File: src/design/pics_pkg.sv
package pics_pkg;
  // register map
  localparam logic [7:0] ICS_OFFSET = 8'h38;
  localparam logic [31:0] ICS_RESET = 32'h00000000;
  // field positions
  localparam int FIFO_CTL_MSB = 31;
  localparam int FIFO_CTL_LSB = 24;
  localparam int INT_ASSERTED_BIT = 23;
  localparam int TGT_ABORT_BIT = 21;
  localparam int MST_ABORT_BIT = 20;
  localparam int RD_DONE_BIT = 19;
  localparam int WR_DONE_BIT = 18;
  localparam int IN_MBOX_BIT = 17;
  localparam int OUT_MBOX_BIT = 16;
  localparam int RD_DONE_EN_BIT = 15;
  localparam int WR_DONE_EN_BIT = 14;
  localparam int IN_MBOX_EN_BIT = 12;
  localparam int IN_MBOX_SEL_LSB = 10;
  localparam int IN_BYTE_SEL_LSB = 8;
  localparam int OUT_MBOX_EN_BIT = 4;
  localparam int OUT_MBOX_SEL_LSB = 2;
  localparam int OUT_BYTE_SEL_LSB = 0;
  localparam int FLAG_LSB = 16;
  localparam int FLAG_COUNT = 6;
  localparam int MBOX_BYTES = 16;
endpackage

File: src/design/pics_int_ctl.sv
`timescale 1ns/1ns
// Functional notes
// - host picks interrupt sources, sees the cause, acknowledges by clearing
// - bit 23 reads as OR of latched flags in bits 19..16
// - bit 21 latches on target abort seen while bus master
// - bit 20 latches on master abort of a device-issued cycle
// - bits 21..16 clear on writing one; zero leaves them; reads show state
// - bit 19 latches when master read byte count reaches zero
// - bit 18 latches when master write byte count reaches zero
// - bit 17 latches on add-on write of selected incoming mailbox byte
// - bit 16 latches on add-on read of selected outgoing mailbox byte
// - bit 15 enables interrupt for read count zero
// - bit 14 enables interrupt for write count zero
// - bit 12 enables interrupt for selected incoming mailbox write
// - bits 11:10 select incoming mailbox one to four
// - bits 9:8 select byte of incoming mailbox
// - bits 31:24 hold fifo and endian control, stored separately
// - bit 4 enables interrupt for selected outgoing mailbox read
// - bits 3:2 and 1:0 select outgoing mailbox and byte
module pics_int_ctl (
  input wire logic sys_clk,
  input wire logic sys_rst,
  input wire logic reg_sel,
  input wire logic [7:0] reg_offset,
  input wire logic reg_wr,
  input wire logic reg_rd,
  input wire logic [3:0] reg_be,
  input wire logic [31:0] reg_wdata,
  output logic [31:0] reg_rdata,
  output logic reg_hit,
  input wire logic rd_count_zero,
  input wire logic wr_count_zero,
  input wire logic [15:0] in_mbox_wr,
  input wire logic [15:0] out_mbox_rd,
  input wire logic target_abort,
  input wire logic master_abort,
  output logic [7:0] fifo_endian_ctl,
  output logic pci_int_n
);
  localparam int FM = pics_pkg::FLAG_LSB;
  localparam int FN = pics_pkg::FLAG_COUNT;

  // configuration fields, each updated only by its own byte lane
  logic [7:0] fifo_ctl_q;
  logic rd_en_q;
  logic wr_en_q;
  logic in_en_q;
  logic [1:0] in_mbox_q;
  logic [1:0] in_byte_q;
  logic out_en_q;
  logic [1:0] out_mbox_q;
  logic [1:0] out_byte_q;
  // flag path: raw events, clear terms, latched flags
  logic [FN-1:0] flags_q;
  logic [FN-1:0] flags_d;
  logic [FN-1:0] events;
  logic [FN-1:0] w1c;
  logic in_hit;
  logic out_hit;
  logic acc_wr;
  logic int_asserted;
  logic int_q;
  logic [31:0] rdata_q;
  logic [31:0] cur;
  logic [FN-1:0] int_en;
  logic wr_top;
  logic wr_mid;
  logic wr_low;

  // byte lane qualified write helper
  function automatic logic lane_wr(input logic [3:0] be, input int bit_pos);
    lane_wr = be[bit_pos / 8];
  endfunction

  // a single word is mapped; other offsets are ignored and read zero
  assign reg_hit = reg_sel && (reg_offset == pics_pkg::ICS_OFFSET);
  assign acc_wr = reg_hit && reg_wr;

  // one strobe per byte lane; a lane left out keeps its fields untouched
  assign wr_top = acc_wr && lane_wr(reg_be, pics_pkg::FIFO_CTL_LSB);
  assign wr_mid = acc_wr && lane_wr(reg_be, pics_pkg::IN_BYTE_SEL_LSB);
  assign wr_low = acc_wr && lane_wr(reg_be, pics_pkg::OUT_BYTE_SEL_LSB);

  // mailbox byte selection is shared logic, one instance each way
  pics_mbox_match u_in_match (
    .byte_strobe(in_mbox_wr),
    .mbox_sel(in_mbox_q),
    .byte_sel(in_byte_q),
    .hit(in_hit)
  );
  pics_mbox_match u_out_match (
    .byte_strobe(out_mbox_rd),
    .mbox_sel(out_mbox_q),
    .byte_sel(out_byte_q),
    .hit(out_hit)
  );

  // event vector in flag-bit order 16..21
  // inputs are one-cycle pulses; a held level keeps setting its flag
  always_comb begin
    events = '0;
    events[pics_pkg::OUT_MBOX_BIT-FM] = out_hit;
    events[pics_pkg::IN_MBOX_BIT-FM] = in_hit;
    events[pics_pkg::WR_DONE_BIT-FM] = wr_count_zero;
    events[pics_pkg::RD_DONE_BIT-FM] = rd_count_zero;
    events[pics_pkg::MST_ABORT_BIT-FM] = master_abort;
    events[pics_pkg::TGT_ABORT_BIT-FM] = target_abort;
  end

  // write-one-to-clear, one term per flag bit; a zero leaves the flag
  for (genvar g = 0; g < FN; g++) begin : g_w1c
    assign w1c[g] = acc_wr && lane_wr(reg_be, FM + g) && reg_wdata[FM + g];
  end

  // a new event in the clear cycle wins, so no event is lost to a clear
  assign flags_d = (flags_q & ~w1c) | events;

  always_ff @(posedge sys_clk) begin
    if (sys_rst) begin
      flags_q <= '0;
    end else begin
      flags_q <= flags_d;
    end
  end

  // top byte kept apart from interrupt fields
  always_ff @(posedge sys_clk) begin
    if (sys_rst) begin
      fifo_ctl_q <=
        pics_pkg::ICS_RESET[pics_pkg::FIFO_CTL_MSB:pics_pkg::FIFO_CTL_LSB];
    end else if (wr_top) begin
      fifo_ctl_q <= reg_wdata[pics_pkg::FIFO_CTL_MSB:pics_pkg::FIFO_CTL_LSB];
    end
  end
  assign fifo_endian_ctl = fifo_ctl_q;

  // enables and selects, per byte lane
  always_ff @(posedge sys_clk) begin
    if (sys_rst) begin
      rd_en_q <= 1'b0;
      wr_en_q <= 1'b0;
      in_en_q <= 1'b0;
      in_mbox_q <= 2'h0;
      in_byte_q <= 2'h0;
    end else if (wr_mid) begin
      rd_en_q <= reg_wdata[pics_pkg::RD_DONE_EN_BIT];
      wr_en_q <= reg_wdata[pics_pkg::WR_DONE_EN_BIT];
      in_en_q <= reg_wdata[pics_pkg::IN_MBOX_EN_BIT];
      in_mbox_q <= reg_wdata[pics_pkg::IN_MBOX_SEL_LSB +: 2];
      in_byte_q <= reg_wdata[pics_pkg::IN_BYTE_SEL_LSB +: 2];
    end
  end

  always_ff @(posedge sys_clk) begin
    if (sys_rst) begin
      out_en_q <= 1'b0;
      out_mbox_q <= 2'h0;
      out_byte_q <= 2'h0;
    end else if (wr_low) begin
      out_en_q <= reg_wdata[pics_pkg::OUT_MBOX_EN_BIT];
      out_mbox_q <= reg_wdata[pics_pkg::OUT_MBOX_SEL_LSB +: 2];
      out_byte_q <= reg_wdata[pics_pkg::OUT_BYTE_SEL_LSB +: 2];
    end
  end

  // summary covers only the four transfer and mailbox flags
  // aborts are left out, so it can read clear while an abort flag
  // still holds the interrupt line low
  assign int_asserted =
    |flags_q[pics_pkg::RD_DONE_BIT-FM:pics_pkg::OUT_MBOX_BIT-FM];

  // per-flag interrupt mask; the aborts have no enable bit, so they
  // always reach the line and software must clear them to drop it
  always_comb begin
    int_en = '0;
    int_en[pics_pkg::OUT_MBOX_BIT-FM] = out_en_q;
    int_en[pics_pkg::IN_MBOX_BIT-FM] = in_en_q;
    int_en[pics_pkg::WR_DONE_BIT-FM] = wr_en_q;
    int_en[pics_pkg::RD_DONE_BIT-FM] = rd_en_q;
    int_en[pics_pkg::MST_ABORT_BIT-FM] = 1'b1;
    int_en[pics_pkg::TGT_ABORT_BIT-FM] = 1'b1;
  end

  // interrupt line is registered, so it trails its flag by one cycle
  always_ff @(posedge sys_clk) begin
    if (sys_rst) begin
      int_q <= 1'b0;
    end else begin
      int_q <= |(flags_q & int_en);
    end
  end
  assign pci_int_n = ~int_q;

  // current register image; reserved bits read zero
  always_comb begin
    cur = '0;
    cur[pics_pkg::FIFO_CTL_MSB:pics_pkg::FIFO_CTL_LSB] = fifo_ctl_q;
    cur[pics_pkg::INT_ASSERTED_BIT] = int_asserted;
    cur[FM +: FN] = flags_q;
    cur[pics_pkg::RD_DONE_EN_BIT] = rd_en_q;
    cur[pics_pkg::WR_DONE_EN_BIT] = wr_en_q;
    cur[pics_pkg::IN_MBOX_EN_BIT] = in_en_q;
    cur[pics_pkg::IN_MBOX_SEL_LSB +: 2] = in_mbox_q;
    cur[pics_pkg::IN_BYTE_SEL_LSB +: 2] = in_byte_q;
    cur[pics_pkg::OUT_MBOX_EN_BIT] = out_en_q;
    cur[pics_pkg::OUT_MBOX_SEL_LSB +: 2] = out_mbox_q;
    cur[pics_pkg::OUT_BYTE_SEL_LSB +: 2] = out_byte_q;
  end

  // read data registered, one cycle after the read strobe
  // and zero otherwise, so a shared read bus can simply OR it in
  always_ff @(posedge sys_clk) begin
    if (sys_rst) begin
      rdata_q <= pics_pkg::ICS_RESET;
    end else if (reg_hit && reg_rd) begin
      rdata_q <= cur;
    end else begin
      rdata_q <= 32'h00000000;
    end
  end
  assign reg_rdata = rdata_q;
endmodule

File: src/design/pics_mbox_match.sv
`timescale 1ns/1ns
// picks the one byte strobe named by a mailbox and byte select pair
module pics_mbox_match (
  input wire logic [15:0] byte_strobe,
  input wire logic [1:0] mbox_sel,
  input wire logic [1:0] byte_sel,
  output logic hit
);
  // index is mailbox*4+byte, so 00/00 is mailbox one byte 0
  assign hit = byte_strobe[{mbox_sel, byte_sel}];
endmodule

File: config.mk
export PLATFORM = sky130hd
export DESIGN_NAME = pics_int_ctl
export DESIGN_NICKNAME = d
export VERILOG_FILES = /design/src/design/pics_pkg.sv /design/src/design/pics_int_ctl.sv /design/src/design/pics_mbox_match.sv
export SDC_FILE = /design/constraint.sdc
export NUM_CORES = 1
export LEC_CHECK = 0
export BUFFER_PORTS_ARGS = -buffer_cell sky130_fd_sc_hd__buf_2
export CAP_MARGIN = 15
export CORE_MARGIN = 4
export CORE_UTILIZATION = 44
export CTS_CLUSTER_SIZE = 24
export DETAILED_ROUTE_END_ITERATION = 10
export MAX_ROUTING_LAYER = met4
export PLACE_DENSITY = 0.79
export SYNTH_ARGS = -nofsm -noshare
export SYNTH_HDL_FRONTEND = slang
export SYNTH_HIERARCHICAL = 1
export SYNTH_SLANG_ARGS = --single-unit
export TNS_END_PERCENT = 1
File: constraint.sdc
create_clock -name sys_clk -period 1.6 [get_ports sys_clk]
set_input_delay 0 -clock sys_clk [delete_from_list [all_inputs] [get_ports sys_clk]]
set_output_delay 0 -clock sys_clk [all_outputs]
set_load 0.005 [all_outputs]
; After elaboration in Yosys (flattened, before gate mapping)
; Cells that the tools add are included.
[op_classes]
order_cmp = 2
n_eq_ne = 1
n_mux = 4
n_bitwise = 6
reduce_logical = 16
[ops]
columns = operator, n
row1 = 1-bit logical AND, 13
row2 = 6-bit AND, 2
row3 = "4-bit by 5-bit < comparator with 1-bit output, second input constant", 2
row4 = 1-bit binary-select mux with 4-bit select, 2
row5 = "8-bit by 6-bit equality test with 1-bit output, second input constant", 1
row6 = 6-bit inverter, 1
row7 = 6-bit OR, 1
row8 = 6-bit OR reduction, 1
row9 = 4-bit OR reduction, 1
row10 = 1-bit 2-to-1 mux, 2
row11 = 1-bit inverter, 2
row12 = 2-bit OR reduction, 1
[word_totals]
reg_bits = 59
input_bits = 85
out_inout_bits = 42
wordCells = 42

; Depth between registers and ports, before layout
[depth]
ltp_word = 8
depth_mapped = 5
mapped_depth_nobuf = 5

; By module
; Netlist, hierarchy kept.
[by_module_without_submodules]
columns = mod, n_inst, cells_per_inst, area_each_um2, seq_area_each_um2
row1 = pics_int_ctl, 1, 193, 2085.8, 1081.0
row2 = pics_mbox_match, 2, 7, 135.1, 0.0

; Least setup slack after synthesis
; OpenSTA, ideal clock, no wires.
[synth_timing]
path_type = register to register
start = register out_byte_q[0]
end = register flags_q[0]
setup_time_ns = 0.137
t_arrival_ns = 1.344
required_ns = 1.463
slack_ns = 0.119
stages_incl_launch_ff = 6
path_buffers = 0
synth_period_minus_slack_ns = 1.481
cell_sequence = dfxtp_1 mux4_1 mux2i_1 mux2i_1 o21bai_1 a31oi_1
[synth_via]
elab_chain_cells = 3
[synth_lines]
columns = element, line_no
row1 = "start, declared", pics_int_ctl.sv:52  ; logic [1:0] out_byte_q;
row2 = "start signal, assigned", pics_int_ctl.sv:162  ; out_byte_q <= reg_wdata[pics_pkg::OUT_BYTE_SEL_LSB +: 2];
row3 = 1-bit binary-select mux with 4-bit select, pics_mbox_match.sv:10  ; assign hit = byte_strobe[{mbox_sel, byte_sel}];
row4 = 1-bit 2-to-1 mux (implied by the code), pics_mbox_match.sv:10
row5 = via out_hit, pics_int_ctl.sv:59  ; logic out_hit;
row6 = 6-bit OR, pics_int_ctl.sv:116  ; assign flags_d = (flags_q & ~w1c) | events;
row7 = "end signal, assigned", pics_int_ctl.sv:122  ; flags_q <= flags_d;
row8 = "end, declared", pics_int_ctl.sv:54  ; logic [FN-1:0] flags_q;
; The timed path passes the listed nets, and every way through them passes these cells. The select of a mux whose other input is x is not followed.
; A chain may end at the register's enable or synchronous reset.

; Worst setup path in the final report
; Same ends and word-level chain as after synthesis.

==> reports/results.txt <==
run status: finished clean
clock latency on the worst-skew pair: 0.30 ns
largest fanout on the critical path: 6
number of buffers created by CTS: 5
startpoint types: flip-flop
Ant. Diodes: 0
final cell count without fillers: 428
horizontal die dimension: 81.2 microns
area of the mapped netlist: 2360 sq um
global routing usage summed across all routing layers: 0.176
Reg power frac: 0.533
Fill cells: 432
Setup CP Type: flip-flop to flip-flop
dpl ws: -0.0157 ns
Leakage Power: 1.58 nW
Worst Clk Skew: 0.0110 ns
Cell Int Power: 0.00200 W
gp weighted congestion: 0.768
ratio of final minimum period to clock period: 0.960
CTS sink cnt: 54
iteration-0 DRC count of the detailed router: 35
Total Nets Final: 442
wire length per cell: 13.5 microns
wire length of the first global-routing pass: 8.76 mm
final setup vio count: 0
PD cells: 745 nW/um^2
die extent in y: 81.2 microns
HPWL after detailed placement: 4.22 mm
switching share of total power: 0.218
register-to-register setup slack: 0.06 ns
antenna violations before repair: 0
Final Hold Viols: 0
combinational share of power: 0.105
Data arrival, critical path: 1.74 ns
maximum frequency from static timing analysis: 0.651 GHz
Tightest Hold Check Type: input pin to flip-flop
number of H-tree branching levels: 2
Data required, critical path: 1.80 ns
sequential fraction of the synthesis area: 0.459
Total Die Area: 6590 sq um
1st-pass router iterations: 4
share of cells above drive strength 1: 0.394
net load switching power: 0.000556 W
DRC: 0
number of max-cap violations: 0
root buffer cell: clkbuf_8
setup repair after global routing missed its margin: false
CTS tree: yes
buffer levels on the longest clock path: 2
time the final worst path needs with I/O delays and setup: 1.54 ns
number of warnings reported in the yosys synthesis log: 6
endpoint type of the worst setup path: flip-flop
area overhead of the layout relative to synthesis: 45.7%
highest ir drop seen on vdd: 0.000350 V
aggregate negative setup slack: 0 ns
row count: 26
routed via count: 1999
detailed-route vias per instance: 4.67
flip-flop and latch count after synthesis: 54
Std-Cell Core Area: 5140 sq um
Slew HR: 0.663
number of global-route vias before repair: 2038
total global routing overflow: 0
post-placement cell count: 390
count of distinct cell types in the synthesized netlist: 22
post-route antenna net violation count: 0
highest-count cells in the layout ignoring fill and taps: 115 x buf_2, 52 x dfxtp_1, 42 x nand2b_1, 30 x dlygate4sd3_1
leading cell type in the layout, fill and taps excluded: buf_2
Core Util, Final: 0.668
largest net degree at the start of global routing: 48
I/O Buffers: 115
Initial Util: 0.458
clock network power share: 0.362
worst setup slack after layout: 0.0637 ns
number of instances in the synthesized netlist: 207
Pins Over Slew Limit: 0
total wire length: 5.78 mm
register clock-pin slew on the reported worst setup and hold paths: 0.10 ns
actual transition at the worst max-transition pin: 0.502 ns
Post-Synthesis Mean Instance Area: 11.4 sq um
Top Ports: 127
[synthesized netlist by cell type]
library cell,n,area share
dfxtp_1,54,0.46
nand2b_1,42,0.11
and2_1,26,0.069
mux2i_1,26,0.11
inv_1,11,0.018
mux4_1,8,0.089
a31oi_1,6,0.016
buf_4,6,0.019
o21bai_1,6,0.019
clkbuf_1,5,0.0080
nor4_4,4,0.036
buf_2,3,0.0064
a211oi_1,1,0.0032
a21oi_1,1,0.0021
a222oi_1,1,0.0042
conb_1,1,0.0016
nand4bb_1,1,0.0048
nand4bb_2,1,0.0069
nor3_1,1,0.0021
nor4_2,1,0.0053
o41a_1,1,0.0048
or3b_1,1,0.0037
[worst max-delay path: stages, from the launching register on]
cell      delay [ns]
dfxtp_4         0.39
mux4_1          0.55
mux2i_1         0.17
mux2i_1         0.13
o21bai_1        0.14
a31oi_1         0.05
[registers in the layout (all words and copies together) (netlist names)]
name / count
in_mbox_q: 2
rd_en_q: 1
int_q: 1
out_mbox_q: 2
reg_rdata: 27
in_en_q: 1
wr_en_q: 1
flags_q: 6
fifo_endian_ctl: 8
out_byte_q: 2
out_en_q: 1
in_byte_q: 2
[metrics by stage]
stage | hold slack [ns] | power (W) | area [sq um]
5_1_grt | 0.118 | 0.00266 | 3430
2_1_floorplan | 0.0996 | 0.00150 | 2370
4_1_cts | 0.118 | 0.00259 | 3430
6_report | 0.114 | 0.00256 | 3430
3_3_place_gp | 0.187 | 0.00160 | 3020
3_5_place_dp | 0.185 | 0.00161 | 3020
[what timing repair did]
item | in CTS | in global routing
resized for setup | 2 | 4
buffers inserted | 0 | 0
endpoints found under the setup margin | 2 | 2
hold buffers | 30 | 0
endpoints found under the hold margin | 26 | 0
[power by group through the flow]
stage / combinational [W] / clock (W) / sequential [W]
2_1_floorplan: 0.000106 / 0 / 0.00139
3_3_place_gp: 0.000201 / 0 / 0.00140
3_5_place_dp: 0.000207 / 0 / 0.00140
4_1_cts: 0.000266 / 0.000956 / 0.00137
5_1_grt: 0.000294 / 0.000999 / 0.00137
6_report: 0.000268 / 0.000925 / 0.00136
[worst paths after layout]
check	depth (start not counted)	to	startpoint
setup / recovery	5	flags_q[0]	out_byte_q[0]
hold / removal	4	out_byte_q[0]	reg_be[0]
setup reg to reg	5	flags_q[0]	out_byte_q[0]
hold reg to reg	2	fifo_endian_ctl[4]	fifo_endian_ctl[4]
[routing by layer]
metal | routed length, microns | GRT usage | vias to the layer above
met5 | 0 | - | -
met4 | 49 | 0.0405 | 0
met3 | 306 | 0.0399 | 4
met2 | 3130 | 0.330 | 64
met1 | 2300 | 0.186 | 942
li1 | - | - | 989
[logic make-up after synthesis]
kind of cell           Yosys count  share of synthesized area
AND/OR/NAND/NOR                 77                      0.240
AO/OA/AOI/OAI                   16                     0.0494
other                            1                    0.00159
multiplexers                    34                      0.200
buffers and inverters           25                     0.0510
flip-flops                      54                      0.459
[layout make-up]
| type | count | area [sq um] | share of cell area |
|---|---|---|---|
| multi-input cells | 132 | 1160 | 0.339 |
| flip-flops and latches | 54 | 1090 | 0.317 |
| repair buffers | 153 | 936 | 0.273 |
| well taps | 70 | 87.6 | 0.0255 |
| clock buffers | 5 | 68.8 | 0.0201 |
| clock inverters | 3 | 47.5 | 0.0139 |
| inverters | 11 | 41.3 | 0.0120 |
Note: power is estimated with default switching activity, not from simulation.
